## config.mk

```make
export PLATFORM = sky130hd
export DESIGN_NAME = cfrc_fault_ctrl
export DESIGN_NICKNAME = d
export VERILOG_FILES = /design/src/rtl/cfrc_pkg.sv /design/src/rtl/cfrc_fault_ctrl.sv
export SDC_FILE = /design/constraint.sdc
export NUM_CORES = 1
export LEC_CHECK = 0
export BUFFER_PORTS_ARGS = -buffer_cell sky130_fd_sc_hd__buf_2
export CAP_MARGIN = 20
export CORE_ASPECT_RATIO = 1.25
export CORE_MARGIN = 1
export CORE_UTILIZATION = 61
export DETAILED_ROUTE_END_ITERATION = 6
export HOLD_SLACK_MARGIN = 0.03
export PLACE_DENSITY = 0.91
export SETUP_SLACK_MARGIN = 0.2
export SYNTH_ARGS = -nofsm -noshare
export SYNTH_HDL_FRONTEND = slang
export SYNTH_SLANG_ARGS = --single-unit
```

## constraint.sdc

```tcl
create_clock -name sys_clk -period 5.3 [get_ports sys_clk]
set_input_delay 0.265 -clock sys_clk [delete_from_list [all_inputs] [get_ports sys_clk]]
set_output_delay 0.265 -clock sys_clk [all_outputs]
set_load 0.02 [all_outputs]
```

## src/rtl/cfrc_pkg.sv

```systemverilog
package cfrc_pkg;
    // ****************************************
    // register map
    // ****************************************
    localparam logic [7:0] ADDR_OC_FAULT = 8'h46;
    localparam logic [7:0] ADDR_OT_FAULT = 8'h4f;
    localparam logic [7:0] ADDR_OT_WARN = 8'h51;
    localparam logic [7:0] ADDR_PCT_LIMITS = 8'hd7;
    localparam logic [7:0] ADDR_RESPONSE = 8'he0;
    localparam logic [7:0] ADDR_MASK = 8'he1;
    localparam logic [7:0] ADDR_STATUS = 8'he2;
    localparam logic [7:0] ADDR_STATE = 8'he3;
    localparam logic [7:0] ADDR_RISE = 8'he4;

    // ****************************************
    // response field layout and codes
    // ****************************************
    localparam logic [1:0] RESP_LATCH = 2'h0;
    localparam logic [1:0] RESP_RESTART = 2'h1;
    localparam int RESP_OT_LSB = 0;
    localparam int RESP_OC_LSB = 2;
    localparam int RESP_OV_LSB = 4;
    localparam int RESP_UV_LSB = 6;
    localparam int RESP_BG_LSB = 8;
    localparam int RESP_OV_LS_SEL = 10;
    localparam int RESP_W = 11;

    // ****************************************
    // status bits
    // ****************************************
    localparam int ST_OT_FAULT = 0;
    localparam int ST_OT_WARN = 1;
    localparam int ST_BG_OT = 2;
    localparam int ST_LS_OC = 3;
    localparam int ST_HS_OC = 4;
    localparam int ST_OC_WARN = 5;
    localparam int ST_OV_FAULT = 6;
    localparam int ST_OV_WARN = 7;
    localparam int ST_UV_FAULT = 8;
    localparam int NUM_STATUS = 9;

    // ****************************************
    // comparator input positions
    // ****************************************
    localparam int IN_LS_OC = 0;
    localparam int IN_HS_OC = 1;
    localparam int IN_OC_WARN = 2;
    localparam int IN_OV_FAULT = 3;
    localparam int IN_OV_WARN = 4;
    localparam int IN_UV_FAULT = 5;
    localparam int IN_UV_WARN = 6;
    localparam int IN_FB_LOW = 7;
    localparam int IN_BG_OT = 8;
    localparam int IN_ENABLE = 9;
    localparam int NUM_IN = 10;

    // ****************************************
    // counts and reset values
    // ****************************************
    localparam logic [1:0] OC_TRIP_COUNT = 2'h3;
    localparam logic [18:0] RESTART_MULT = 19'h00007;
    localparam logic [16:0] OT_HYST_C = 17'h00014;
    localparam logic [RESP_W-1:0] RESP_RESET = 11'h156;
    localparam logic [15:0] OT_FAULT_RESET = 16'h0078;
    localparam logic [15:0] OT_WARN_RESET = 16'h0069;
    localparam logic [15:0] OC_FAULT_RESET = 16'h0020;
    localparam logic [7:0] PCT_RESET = 8'h00;
    localparam logic [15:0] RISE_RESET = 16'h0040;

    typedef enum logic [6:0] {
        ST_OFF = 7'b0000001,
        ST_SOFTSTART = 7'b0000010,
        ST_RUN = 7'b0000100,
        ST_HICCUP = 7'b0001000,
        ST_COOL = 7'b0010000,
        ST_OVDIS = 7'b0100000,
        ST_LATCHED = 7'b1000000
    } cfrc_state_e;

    typedef struct packed {
        cfrc_state_e state;
        logic [18:0] cnt;
        logic [1:0] ocCnt;
        logic ocSeenLs;
        logic ocSeenHs;
        logic coolBg;
        logic discharged;
        logic [NUM_IN-1:0] sync1;
        logic [NUM_IN-1:0] sync2;
        logic [15:0] ocThr;
        logic [15:0] otThr;
        logic [15:0] otWarnThr;
        logic [7:0] pctLimits;
        logic [RESP_W-1:0] resp;
        logic [NUM_STATUS-1:0] mask;
        logic [NUM_STATUS-1:0] status;
        logic [15:0] rise;
        logic [15:0] readData;
        logic pwmEn;
        logic hsOff;
        logic lsOn;
        logic pgLow;
        logic alert;
        logic cycleTerm;
    } cfrc_regs_s;
endpackage

```

## src/rtl/cfrc_fault_ctrl.sv

```systemverilog
`timescale 1ns/1ns
module cfrc_fault_ctrl (
    // clock and reset
    input wire logic sys_clk,
    input wire logic rstn,
    // command register port
    input wire logic regWrite,
    input wire logic [7:0] regWriteAddr,
    input wire logic [15:0] regWriteData,
    input wire logic [7:0] regReadAddr,
    output logic [15:0] regReadData,
    // converter timing and telemetry
    input wire logic pwmTick,
    input wire logic [15:0] dieTemp,
    // analog comparators and enable pin
    input wire logic lowSideOcRaw,
    input wire logic highSideOcRaw,
    input wire logic ocWarnRaw,
    input wire logic ovFaultRaw,
    input wire logic ovWarnRaw,
    input wire logic uvFaultRaw,
    input wire logic uvWarnRaw,
    input wire logic feedbackLowRaw,
    input wire logic bandgapOtRaw,
    input wire logic converterEnableRaw,
    // switch driver control
    output logic pwmEnable,
    output logic highSideOff,
    output logic lowSideOn,
    output logic cycleTerminate,
    // power good and alert
    output logic powerGoodOut,
    output logic powerGoodOe,
    output logic smbAlert,
    // thresholds to the sense circuits
    output logic [15:0] ocThreshold,
    output logic [7:0] windowLimits
);
    cfrc_pkg::cfrc_regs_s r;
    cfrc_pkg::cfrc_regs_s n;

    // ****************************************
    // decode helpers
    // ****************************************
    function automatic logic ignored(input logic [1:0] code);
        ignored = (code != cfrc_pkg::RESP_LATCH) && (code != cfrc_pkg::RESP_RESTART);
    endfunction

    localparam int NUM_IN_W = cfrc_pkg::NUM_IN;
    logic [NUM_IN_W-1:0] rawIn;
    logic [cfrc_pkg::NUM_IN-1:0] s;
    logic [1:0] otResp, ocResp, ovResp, uvResp;
    logic otFaultHit, otWarnHit, coolEnough, ocNow, ocTrip, converting;
    logic [18:0] hiccupLimit;
    logic [cfrc_pkg::NUM_STATUS-1:0] ev;
    logic good;

    assign rawIn = {converterEnableRaw, bandgapOtRaw, feedbackLowRaw, uvWarnRaw, uvFaultRaw,
                    ovWarnRaw, ovFaultRaw, ocWarnRaw, highSideOcRaw, lowSideOcRaw};

    // ****************************************
    // next state
    // ****************************************
    always_comb begin
        n = r;
        s = r.sync2;
        otResp = r.resp[cfrc_pkg::RESP_OT_LSB +: 2];
        ocResp = r.resp[cfrc_pkg::RESP_OC_LSB +: 2];
        ovResp = r.resp[cfrc_pkg::RESP_OV_LSB +: 2];
        uvResp = r.resp[cfrc_pkg::RESP_UV_LSB +: 2];
        otFaultHit = dieTemp > r.otThr;
        otWarnHit = dieTemp > r.otWarnThr;
        coolEnough = ({1'b0, dieTemp} + cfrc_pkg::OT_HYST_C) <= {1'b0, r.otThr};
        hiccupLimit = 19'(r.rise) * cfrc_pkg::RESTART_MULT;
        converting = (r.state == cfrc_pkg::ST_SOFTSTART) || (r.state == cfrc_pkg::ST_RUN);
        n.sync1 = rawIn;
        n.sync2 = r.sync1;

        // consecutive overcurrent counting, high or low side, one step per PWM count
        ocNow = s[cfrc_pkg::IN_LS_OC] | s[cfrc_pkg::IN_HS_OC];
        ocTrip = 1'b0;
        n.ocSeenLs = r.ocSeenLs | s[cfrc_pkg::IN_LS_OC];
        n.ocSeenHs = r.ocSeenHs | s[cfrc_pkg::IN_HS_OC];
        if (!converting) begin
            n.ocCnt = 2'h0;
            n.ocSeenLs = 1'b0;
            n.ocSeenHs = 1'b0;
        end else if (pwmTick) begin
            n.ocSeenLs = 1'b0;
            n.ocSeenHs = 1'b0;
            if (r.ocSeenLs | r.ocSeenHs | ocNow) begin
                ocTrip = (r.ocCnt == cfrc_pkg::OC_TRIP_COUNT - 2'h1);
                n.ocCnt = (r.ocCnt == cfrc_pkg::OC_TRIP_COUNT) ? r.ocCnt : r.ocCnt + 2'h1;
            end else begin
                n.ocCnt = 2'h0;
            end
        end

        // events feeding the sticky status
        ev = '0;
        ev[cfrc_pkg::ST_OT_FAULT] = otFaultHit;
        ev[cfrc_pkg::ST_OT_WARN] = otWarnHit;
        ev[cfrc_pkg::ST_BG_OT] = s[cfrc_pkg::IN_BG_OT];
        ev[cfrc_pkg::ST_LS_OC] = ocTrip & (r.ocSeenLs | s[cfrc_pkg::IN_LS_OC]);
        ev[cfrc_pkg::ST_HS_OC] = ocTrip & (r.ocSeenHs | s[cfrc_pkg::IN_HS_OC]);
        ev[cfrc_pkg::ST_OC_WARN] = s[cfrc_pkg::IN_OC_WARN];
        ev[cfrc_pkg::ST_OV_FAULT] = s[cfrc_pkg::IN_OV_FAULT];
        ev[cfrc_pkg::ST_OV_WARN] = s[cfrc_pkg::IN_OV_WARN];
        ev[cfrc_pkg::ST_UV_FAULT] = s[cfrc_pkg::IN_UV_FAULT] & (r.state == cfrc_pkg::ST_RUN);

        // register writes; write-one-to-clear on status
        if (regWrite) begin
            case (regWriteAddr)
                cfrc_pkg::ADDR_OC_FAULT: n.ocThr = regWriteData;
                cfrc_pkg::ADDR_OT_FAULT: n.otThr = regWriteData;
                cfrc_pkg::ADDR_OT_WARN: n.otWarnThr = regWriteData;
                cfrc_pkg::ADDR_PCT_LIMITS: n.pctLimits = regWriteData[7:0];
                cfrc_pkg::ADDR_RESPONSE: n.resp = regWriteData[cfrc_pkg::RESP_W-1:0];
                cfrc_pkg::ADDR_MASK: n.mask = regWriteData[cfrc_pkg::NUM_STATUS-1:0];
                cfrc_pkg::ADDR_STATUS: n.status = r.status & ~regWriteData[cfrc_pkg::NUM_STATUS-1:0];
                cfrc_pkg::ADDR_RISE: n.rise = regWriteData;
                default: n.status = n.status;
            endcase
        end
        // a new event in the clearing cycle survives
        n.status = n.status | ev;

        // ****************************************
        // response sequencing
        // ****************************************
        case (r.state)
            cfrc_pkg::ST_OFF: begin
                if (s[cfrc_pkg::IN_ENABLE]) begin
                    n.state = cfrc_pkg::ST_SOFTSTART;
                    n.cnt = '0;
                end
            end
            cfrc_pkg::ST_SOFTSTART, cfrc_pkg::ST_RUN: begin
                if (r.state == cfrc_pkg::ST_SOFTSTART && pwmTick) begin
                    if (r.cnt + 19'h1 >= 19'(r.rise)) begin
                        n.state = cfrc_pkg::ST_RUN;
                        n.cnt = '0;
                    end else begin
                        n.cnt = r.cnt + 19'h1;
                    end
                end
                if (s[cfrc_pkg::IN_BG_OT]) begin
                    n.state = cfrc_pkg::ST_COOL;
                    n.coolBg = 1'b1;
                end else if (otFaultHit && !ignored(otResp)) begin
                    n.state = (otResp == cfrc_pkg::RESP_LATCH) ? cfrc_pkg::ST_LATCHED : cfrc_pkg::ST_COOL;
                    n.coolBg = 1'b0;
                end else if (s[cfrc_pkg::IN_OV_FAULT] && !ignored(ovResp)) begin
                    n.state = cfrc_pkg::ST_OVDIS;
                    n.discharged = 1'b0;
                    n.cnt = '0;
                end else if (ocTrip && !ignored(ocResp)) begin
                    n.state = (ocResp == cfrc_pkg::RESP_LATCH) ? cfrc_pkg::ST_LATCHED : cfrc_pkg::ST_HICCUP;
                    n.cnt = '0;
                end else if (ev[cfrc_pkg::ST_UV_FAULT] && !ignored(uvResp)) begin
                    n.state = (uvResp == cfrc_pkg::RESP_LATCH) ? cfrc_pkg::ST_LATCHED : cfrc_pkg::ST_HICCUP;
                    n.cnt = '0;
                end
            end
            cfrc_pkg::ST_HICCUP: begin
                if (pwmTick) begin
                    if (r.cnt + 19'h1 >= hiccupLimit) begin
                        n.state = cfrc_pkg::ST_SOFTSTART;
                        n.cnt = '0;
                    end else begin
                        n.cnt = r.cnt + 19'h1;
                    end
                end
            end
            cfrc_pkg::ST_COOL: begin
                if (r.coolBg ? !s[cfrc_pkg::IN_BG_OT] : coolEnough) begin
                    n.state = cfrc_pkg::ST_SOFTSTART;
                    n.cnt = '0;
                end
            end
            cfrc_pkg::ST_OVDIS: begin
                if (s[cfrc_pkg::IN_FB_LOW]) begin
                    n.discharged = 1'b1;
                end
                // restart countdown only once the discharge action is settled
                if (ovResp == cfrc_pkg::RESP_RESTART && pwmTick
                    && (r.resp[cfrc_pkg::RESP_OV_LS_SEL] || r.discharged)) begin
                    if (r.cnt + 19'h1 >= hiccupLimit) begin
                        n.state = cfrc_pkg::ST_SOFTSTART;
                        n.cnt = '0;
                    end else begin
                        n.cnt = r.cnt + 19'h1;
                    end
                end
            end
            cfrc_pkg::ST_LATCHED: n.state = cfrc_pkg::ST_LATCHED;
            default: n.state = cfrc_pkg::ST_OFF;
        endcase
        if (!s[cfrc_pkg::IN_ENABLE]) begin
            n.state = cfrc_pkg::ST_OFF;
            n.cnt = '0;
        end

        // ****************************************
        // outputs from the next state
        // ****************************************
        n.pwmEn = (n.state == cfrc_pkg::ST_SOFTSTART) || (n.state == cfrc_pkg::ST_RUN);
        n.hsOff = !n.pwmEn;
        n.lsOn = (n.state == cfrc_pkg::ST_OVDIS) && (n.resp[cfrc_pkg::RESP_OV_LS_SEL] || !n.discharged);
        n.cycleTerm = s[cfrc_pkg::IN_HS_OC];
        good = (n.state == cfrc_pkg::ST_RUN)
            && !(otWarnHit && !ignored(otResp))
            && !(s[cfrc_pkg::IN_OC_WARN] && !ignored(ocResp))
            && !(s[cfrc_pkg::IN_OV_WARN] && !ignored(ovResp))
            && !(s[cfrc_pkg::IN_UV_WARN] && !ignored(uvResp));
        n.pgLow = !good;
        n.alert = |(n.status & ~n.mask);

        case (regReadAddr)
            cfrc_pkg::ADDR_OC_FAULT: n.readData = r.ocThr;
            cfrc_pkg::ADDR_OT_FAULT: n.readData = r.otThr;
            cfrc_pkg::ADDR_OT_WARN: n.readData = r.otWarnThr;
            cfrc_pkg::ADDR_PCT_LIMITS: n.readData = {8'h00, r.pctLimits};
            cfrc_pkg::ADDR_RESPONSE: n.readData = 16'(r.resp);
            cfrc_pkg::ADDR_MASK: n.readData = 16'(r.mask);
            cfrc_pkg::ADDR_STATUS: n.readData = 16'(r.status);
            cfrc_pkg::ADDR_STATE: n.readData = 16'(r.state);
            cfrc_pkg::ADDR_RISE: n.readData = r.rise;
            default: n.readData = 16'h0000;
        endcase
    end

    // ****************************************
    // state register
    // ****************************************
    always_ff @(posedge sys_clk) begin
        if (!rstn) begin
            r <= '0;
            r.state <= cfrc_pkg::ST_OFF;
            r.resp <= cfrc_pkg::RESP_RESET;
            r.otThr <= cfrc_pkg::OT_FAULT_RESET;
            r.otWarnThr <= cfrc_pkg::OT_WARN_RESET;
            r.ocThr <= cfrc_pkg::OC_FAULT_RESET;
            r.pctLimits <= cfrc_pkg::PCT_RESET;
            r.rise <= cfrc_pkg::RISE_RESET;
            r.hsOff <= 1'b1;
            r.pgLow <= 1'b1;
        end else begin
            r <= n;
        end
    end

    assign regReadData = r.readData;
    assign pwmEnable = r.pwmEn;
    assign highSideOff = r.hsOff;
    assign lowSideOn = r.lsOn;
    assign cycleTerminate = r.cycleTerm;
    assign powerGoodOut = 1'b0;
    assign powerGoodOe = r.pgLow;
    assign smbAlert = r.alert;
    assign ocThreshold = r.ocThr;
    assign windowLimits = r.pctLimits;
endmodule

```

# Word-level counts from Yosys, hierarchy flattened
# Index checks and enable logic that the tools add are counted.
dict set report word_totals {
  ff_bits 175
  elab_cells 186
}
dict set report classes {
  n_addsub 3
  mul 1
  magnitude_cmp 5
  eq_ne 38
  muxes 40
  bitwise_logic 15
  n_reduce_logical 59
}
# cell n
set ops {}
lappend ops {{$mux 26} 8}
lappend ops {{$pmux 16 s9} 1}
lappend ops {{$pmux 19 s5} 1}
lappend ops {{$eq 8x8->1 const B} 11}
lappend ops {{$mux 19} 4}
lappend ops {{$mux 7} 7}
lappend ops {{$eq 8x7->1 const B} 6}
lappend ops {{$mux 45} 1}
lappend ops {{$pmux 7 s6} 1}
lappend ops {{$gt 16x16->1} 2}
lappend ops {{$logic_and 1x1->1} 20}
lappend ops {{$reduce_and 2->1} 10}
lappend ops {{$add 19x1->19 const B} 1}
lappend ops {{$ge 19x16->1} 1}
lappend ops {{$ge 19x19->1} 1}
lappend ops {{$mul 16x3->19 const B} 1}
lappend ops {{$and 9x9->9} 2}
lappend ops {{$mux 9} 2}
lappend ops {{$not 9->9} 2}
lappend ops {{$add 16x5->17 const B} 1}
lappend ops {{$le 17x16->1} 1}
lappend ops {{$mux 16} 1}
lappend ops {{$eq 7x2->1 const B} 2}
lappend ops {{$eq 7x3->1 const B} 2}
lappend ops {{other kinds (27)} 72}

# Logic depth before layout (Yosys ltp)
dict set report logic_depth {
  ltp_word 18
  ltp_mapped 21
  mapped_depth_nobuf 20
}

# Least setup slack after synthesis
# Ideal clock, no wire load.
dict set report synth_timing {
  path_kind {flip-flop to flip-flop}
  from {register r[24] (netlist bit)}
  to {register r, in the netlist pwmEnable}
  setup_time_ns 0.061
  t_arrival_ns 4.537
  required_ns 5.239
  slack_ns 0.701
  path_stages_with_launch 21
  path_buffers 0
  period_less_slack_ns 4.599
  cell_sequence {dfxtp_1 fa_1 ha_1 fa_1 a21o_1 a21oi_1 nor2b_1 o21a_1 o41ai_2 o21ai_0 nor2_1 xor2_1 ha_1 and3_1 nand3_1 a31oi_1 o21ai_0 a31oi_1 a21o_1 a21boi_0 and4b_1}
}
dict set report synth_between {
  elab_chain_len 12
  elab_cells_between_ends 18
}
# element line
set synth_rtl {}
lappend synth_rtl {{start: declaration} cfrc_fault_ctrl.sv:39} ;# cfrc_pkg::cfrc_regs_s r;
lappend synth_rtl {{start signal: assignment} cfrc_fault_ctrl.sv:249} ;# r <= n;
lappend synth_rtl {{branches (longest 8 deep; another with $mul 16x3->19)} n/a}
lappend synth_rtl {{$pmux 7 s6 *} cfrc_fault_ctrl.sv:131} ;# case (r.state)
lappend synth_rtl {{$mux 26 *} cfrc_fault_ctrl.sv:199} ;# if (!s[cfrc_pkg::IN_ENABLE]) begin
lappend synth_rtl {{$eq 7x2->1 / $eq 7x3->1 (equally long branches)} cfrc_fault_ctrl.sv:207} ;# n.pwmEn = (n.state == cfrc_pkg::ST_SOFTSTART) || (n.state == cfrc_pkg::ST_RUN);
lappend synth_rtl {{$logic_or 1x1->1 *} cfrc_fault_ctrl.sv:207}
# Every way passes the cells marked *. The select of a mux whose other input is x is not followed.
# A chain may end at the register's enable or synchronous reset.

# Final worst setup path
dict set report layout_timing {
  from {register r[23] (netlist bit)}
  to {register r[162] (netlist bit)}
}
dict set report layout_between {
  elab_chain_len 9
  elab_cells_between_ends 14
}
# element line
set layout_rtl {}
lappend layout_rtl {{branches (longest 8 deep; another with $mul 16x3->19)} n/a}
lappend layout_rtl {{$pmux 19 s5 *} cfrc_fault_ctrl.sv:131}
# Marked as above.

==> metrics.md <==
| Metric | Value |
|---|---|
| FF-to-FF Start | `r[23]` |
| Worst Setup SP | `r[23]` |
| RSZ-0062 raised after global routing | `false` |
| Critical path capture point | `r[162]` |
| Sequential Power Share | `0.465` |
| Die width | `123.7 um` |
| Die Y-Extent | `154.2 um` |
| Max Used Layer | `met4` |
| Drt pass-1 iters | `7` |
| 1st-iter DRT viols | `1416` |
| Diode count | `0` |
| Residual DRC | `1` |
| Detail Route Antenna Nets | `0` |
| RD Place Congestion | `1.026` |
| CTS tree | `built` |
| Leakage | `5.019 nW` |
| Final Skew | `0.01649 ns` |
| Routed WL | `33750 um` |
| Initial Util | `0.6243` |
| Yosys warns | `0` |
| Largest net degree at the start of global routing | `75` |
| Layout filler cell count | `around 1300` |
| Max Cap Viol | `0` |
| Share of total power in the clock network | `0.466` |
| Achievable Freq | `205.2 MHz` |
| Port Buffers | `107` |
| Share of cells above drive strength 1 | `0.1398` |
| Critical path required time | `5.68 ns` |
| Total CTS buffers | `17` |
| Outcome | `finished, violations left` |
| Total gr overflow | `0` |
| Commonest cells after routing, fill and taps aside | `nand2_1, dfxtp_1, buf_2, ha_1, inv_1` |
| Psw | `~0.80 mW` |
| Clock root buffer | `clkbuf_16` |
| Power density over the cells | `roughly 230 nW/um^2` |
| Crit-path max FO | `23` |
| Async S/R FF share, synth | `0` |
| Worst skew pair latency | `0.45 ns` |
| Max stage delay cell, worst path | `fa_1` |
| Violated checks | `DRC` |
| Part of the power in combinational logic | `0.069` |
| H-tree Lvls | `4` |
| Top post-synthesis cells by area | `dfxtp_1, ha_1, nand2_1` |
| Final setup viols | `0` |
| Worst Path Class, Setup | `reg -> reg` |
| Min cycle time layout | `between 4 and 5 ns` |
| Vias in the first global route | `10061` |
| CTS sink cnt | `around 180` |
| Slew Limit Headroom | `0.2805` |
| Clock Path Buffers | `2` |
| WHS Path Cells | `2` |
| Post-Syn Instances | `1332` |
| Area delta synth->final | `11.07%` |
| Post-synth top area cell | `dfxtp_1` |
| Synthesized net count | `approximately 1500` |
| DR WL met2 | `15420 um` |
| Mean Syn Cell Area | `8.483 um^2` |
| Final Cycle Share | `0.9196` |
| Num rows | `55` |
| Worst R2R End | `r[162]` |
| CP top delay family | `compound AO/OA/AOI/OAI gates` |
| Post-synth top area share | `0.3100` |
| Initial antenna violation count | `0` |
| Post-synth EDFFs | `0` |
| Detailed Place HPWL | `24690 um` |
| R2R cell count | `20` |
| CTS clock-pin slew for the worst setup and hold paths | `0.08 ns` |
| Slew @ Worst Pin | `1.069 ns` |
| Crit path depth | `20` |
| Mapped cell area | `11300 um^2` |
| Setup TNS | `0 ns` |
| Core region area | `~18000 um^2` |
| CP Data Arrival Time | `5.25 ns` |
| Most common cell after layout, fill and taps aside | `nand2_1` |
| Worst setup SP type | `flop` |
| First-pass GRT wire length | `between 50000 and 60000 um` |
| Bufs and invs on worst path | `2` |
| Nets | `1562` |
| Sequential share of the synthesized area | `0.3100` |
| CP max stage delay | `approximately 0.50 ns` |
| DR vias | `10784` |
| Maximum vdd drop | `about 0.23 mV` |
| Io pins | `roughly 110` |
| Min-delay worst type | `in -> reg` |
| Critical path capture point type | `flop` |
| Crit-path cells | `fa_1 > ha_1 > fa_1 > a21o_1 > a21oi_2 > nor2b_1 > o21a_1 > o41ai_4 > buf_4 > o21bai_1 > a21oi_2 > xor2_1 > ha_1 > a21o_1 > a221oi_2 > a31oi_2 > o32ai_2 > buf_4 > o21ai_0 > a21oi_1` |
| Worst reg-to-reg setup slack | `approximately 0.43 ns` |
| Yosys reg bits | `175` |
| Count of cell types in the netlist | `73` |
| Final Hold Vio Count | `0` |
| WL/cell | `around 21 um` |
| Final Total Pwr | `2.869 mW` |
| Cell internal pwr | `2.068 mW` |
| Final Max Tran Viols | `0` |
| Wl on met1 | `approximately 13000 um` |
| Met3 WL | `3185 um` |
| DIE AREA | `19080 um^2` |
| Vias/cell | `between 6 and 7` |
| Sw frac | `0.2794` |
| Top FF cell, synth | `dfxtp_1` |
| GRT Total Usage | `0.3610` |
[cell type report]
cell class,instances,area (um^2),area share
clock buffer,17,425.4,0.03389
clock inverter,15,215.2,0.01715
inverter,69,259.0,0.02064
multi-input combinational,985,7082,0.5643
sequential,175,3511,0.2797
tap,228,285.3,0.02273
timing repair buffer,134,773.2,0.06161
[worst min path at each step]
| stage | end | from | slack, ns |
|---|---|---|---|
| floorplan | n[123] | lowSideOcRaw | 0.39 |
| global placement | s[2] | n[125] | 0.41 |
| detailed placement | s[0] | n[123] | 0.42 |
| CTS | n[130] | feedbackLowRaw | 0.05 |
| global route | n[130] | feedbackLowRaw | 0.04 |
| finish | n[132] | converterEnableRaw | 0.04 |
[through the flow]
step           cell area (um^2)  cells  hold slack [ns]  setup WS (ns)    util
6_report                  12550   1623          0.04307         0.4261  0.6935
4_1_cts                   12470   1619          0.04783         0.2339  0.6888
3_5_place_dp              11730   1579           0.4194        0.09641  0.6482
5_1_grt                   12550   1623          0.03779         0.1913  0.6935
2_1_floorplan             11300   1332           0.3923         0.7015       -
3_3_place_gp              11720   1578           0.4140         0.2417  0.6476
[cells by family (layout without fill, tap and decap cells)]
family / count (synthesis) / count (layout) / synth area share
compound gates: 335 / 335 / 0.2065
xor+xnor: 45 / 45 / 0.03488
fa+ha+maj: 118 / 118 / 0.1413
buf+inv: 172 / 235 / 0.07197
flops: 175 / 175 / 0.3100
mux: 39 / 39 / 0.03455
other cells: 1 / 1 / 0.0003319
simple gates: 447 / 447 / 0.2004
[registers in the layout, indices dropped and copies added, names as in the netlist]
signal,flops
cycleTerminate,1
highSideOff,1
lowSideOn,1
n,10
ocResp,2
ocThreshold,16
otResp,2
ovResp,2
powerGoodOe,1
pwmEnable,1
r,103
regReadData,16
s,10
smbAlert,1
windowLimits,8
[repair_timing]
action                                  in CTS  in global routing
pin swaps                                    0                  2
hold endpoints to repair                     8                  0
resized for setup                            3                 12
endpoints found under the setup margin      22                 25
setup buffers                                0                  1
hold buffers                                 8                  0
[power by group through the flow]
stage / Sequential [mW] / Combinational [mW] / Clock [mW]
floorplan: 1.36 / 0.114 / 0
finish: 1.33 / 0.198 / 1.34
global route: 1.34 / 0.215 / 1.39
detailed placement: 1.37 / 0.186 / 0
CTS: 1.33 / 0.192 / 1.33
global placement: 1.37 / 0.181 / 0
[Yosys cell counts, types with 33 or more instances]
| cell type | count |
|---|---|
| nand3_1 | 36 |
| dfxtp_1 | 175 |
| nand2_1 | 177 |
| ha_1 | 102 |
| nor2b_1 | 46 |
| a21boi_0 | 46 |
| a21oi_1 | 68 |
| buf_4 | 41 |
| clkbuf_1 | 54 |
| mux2i_1 | 39 |
| inv_1 | 69 |
| o21ai_0 | 48 |
| a22oi_1 | 33 |
| nor2_1 | 40 |
[layer usage]
metal,GRT usage,vias to the layer above
met5,0,-
met4,0.2278,0
met3,0.06083,169
met2,0.5614,700
met1,0.4583,5048
li1,-,4867
(Power assumes the default switching activity.)
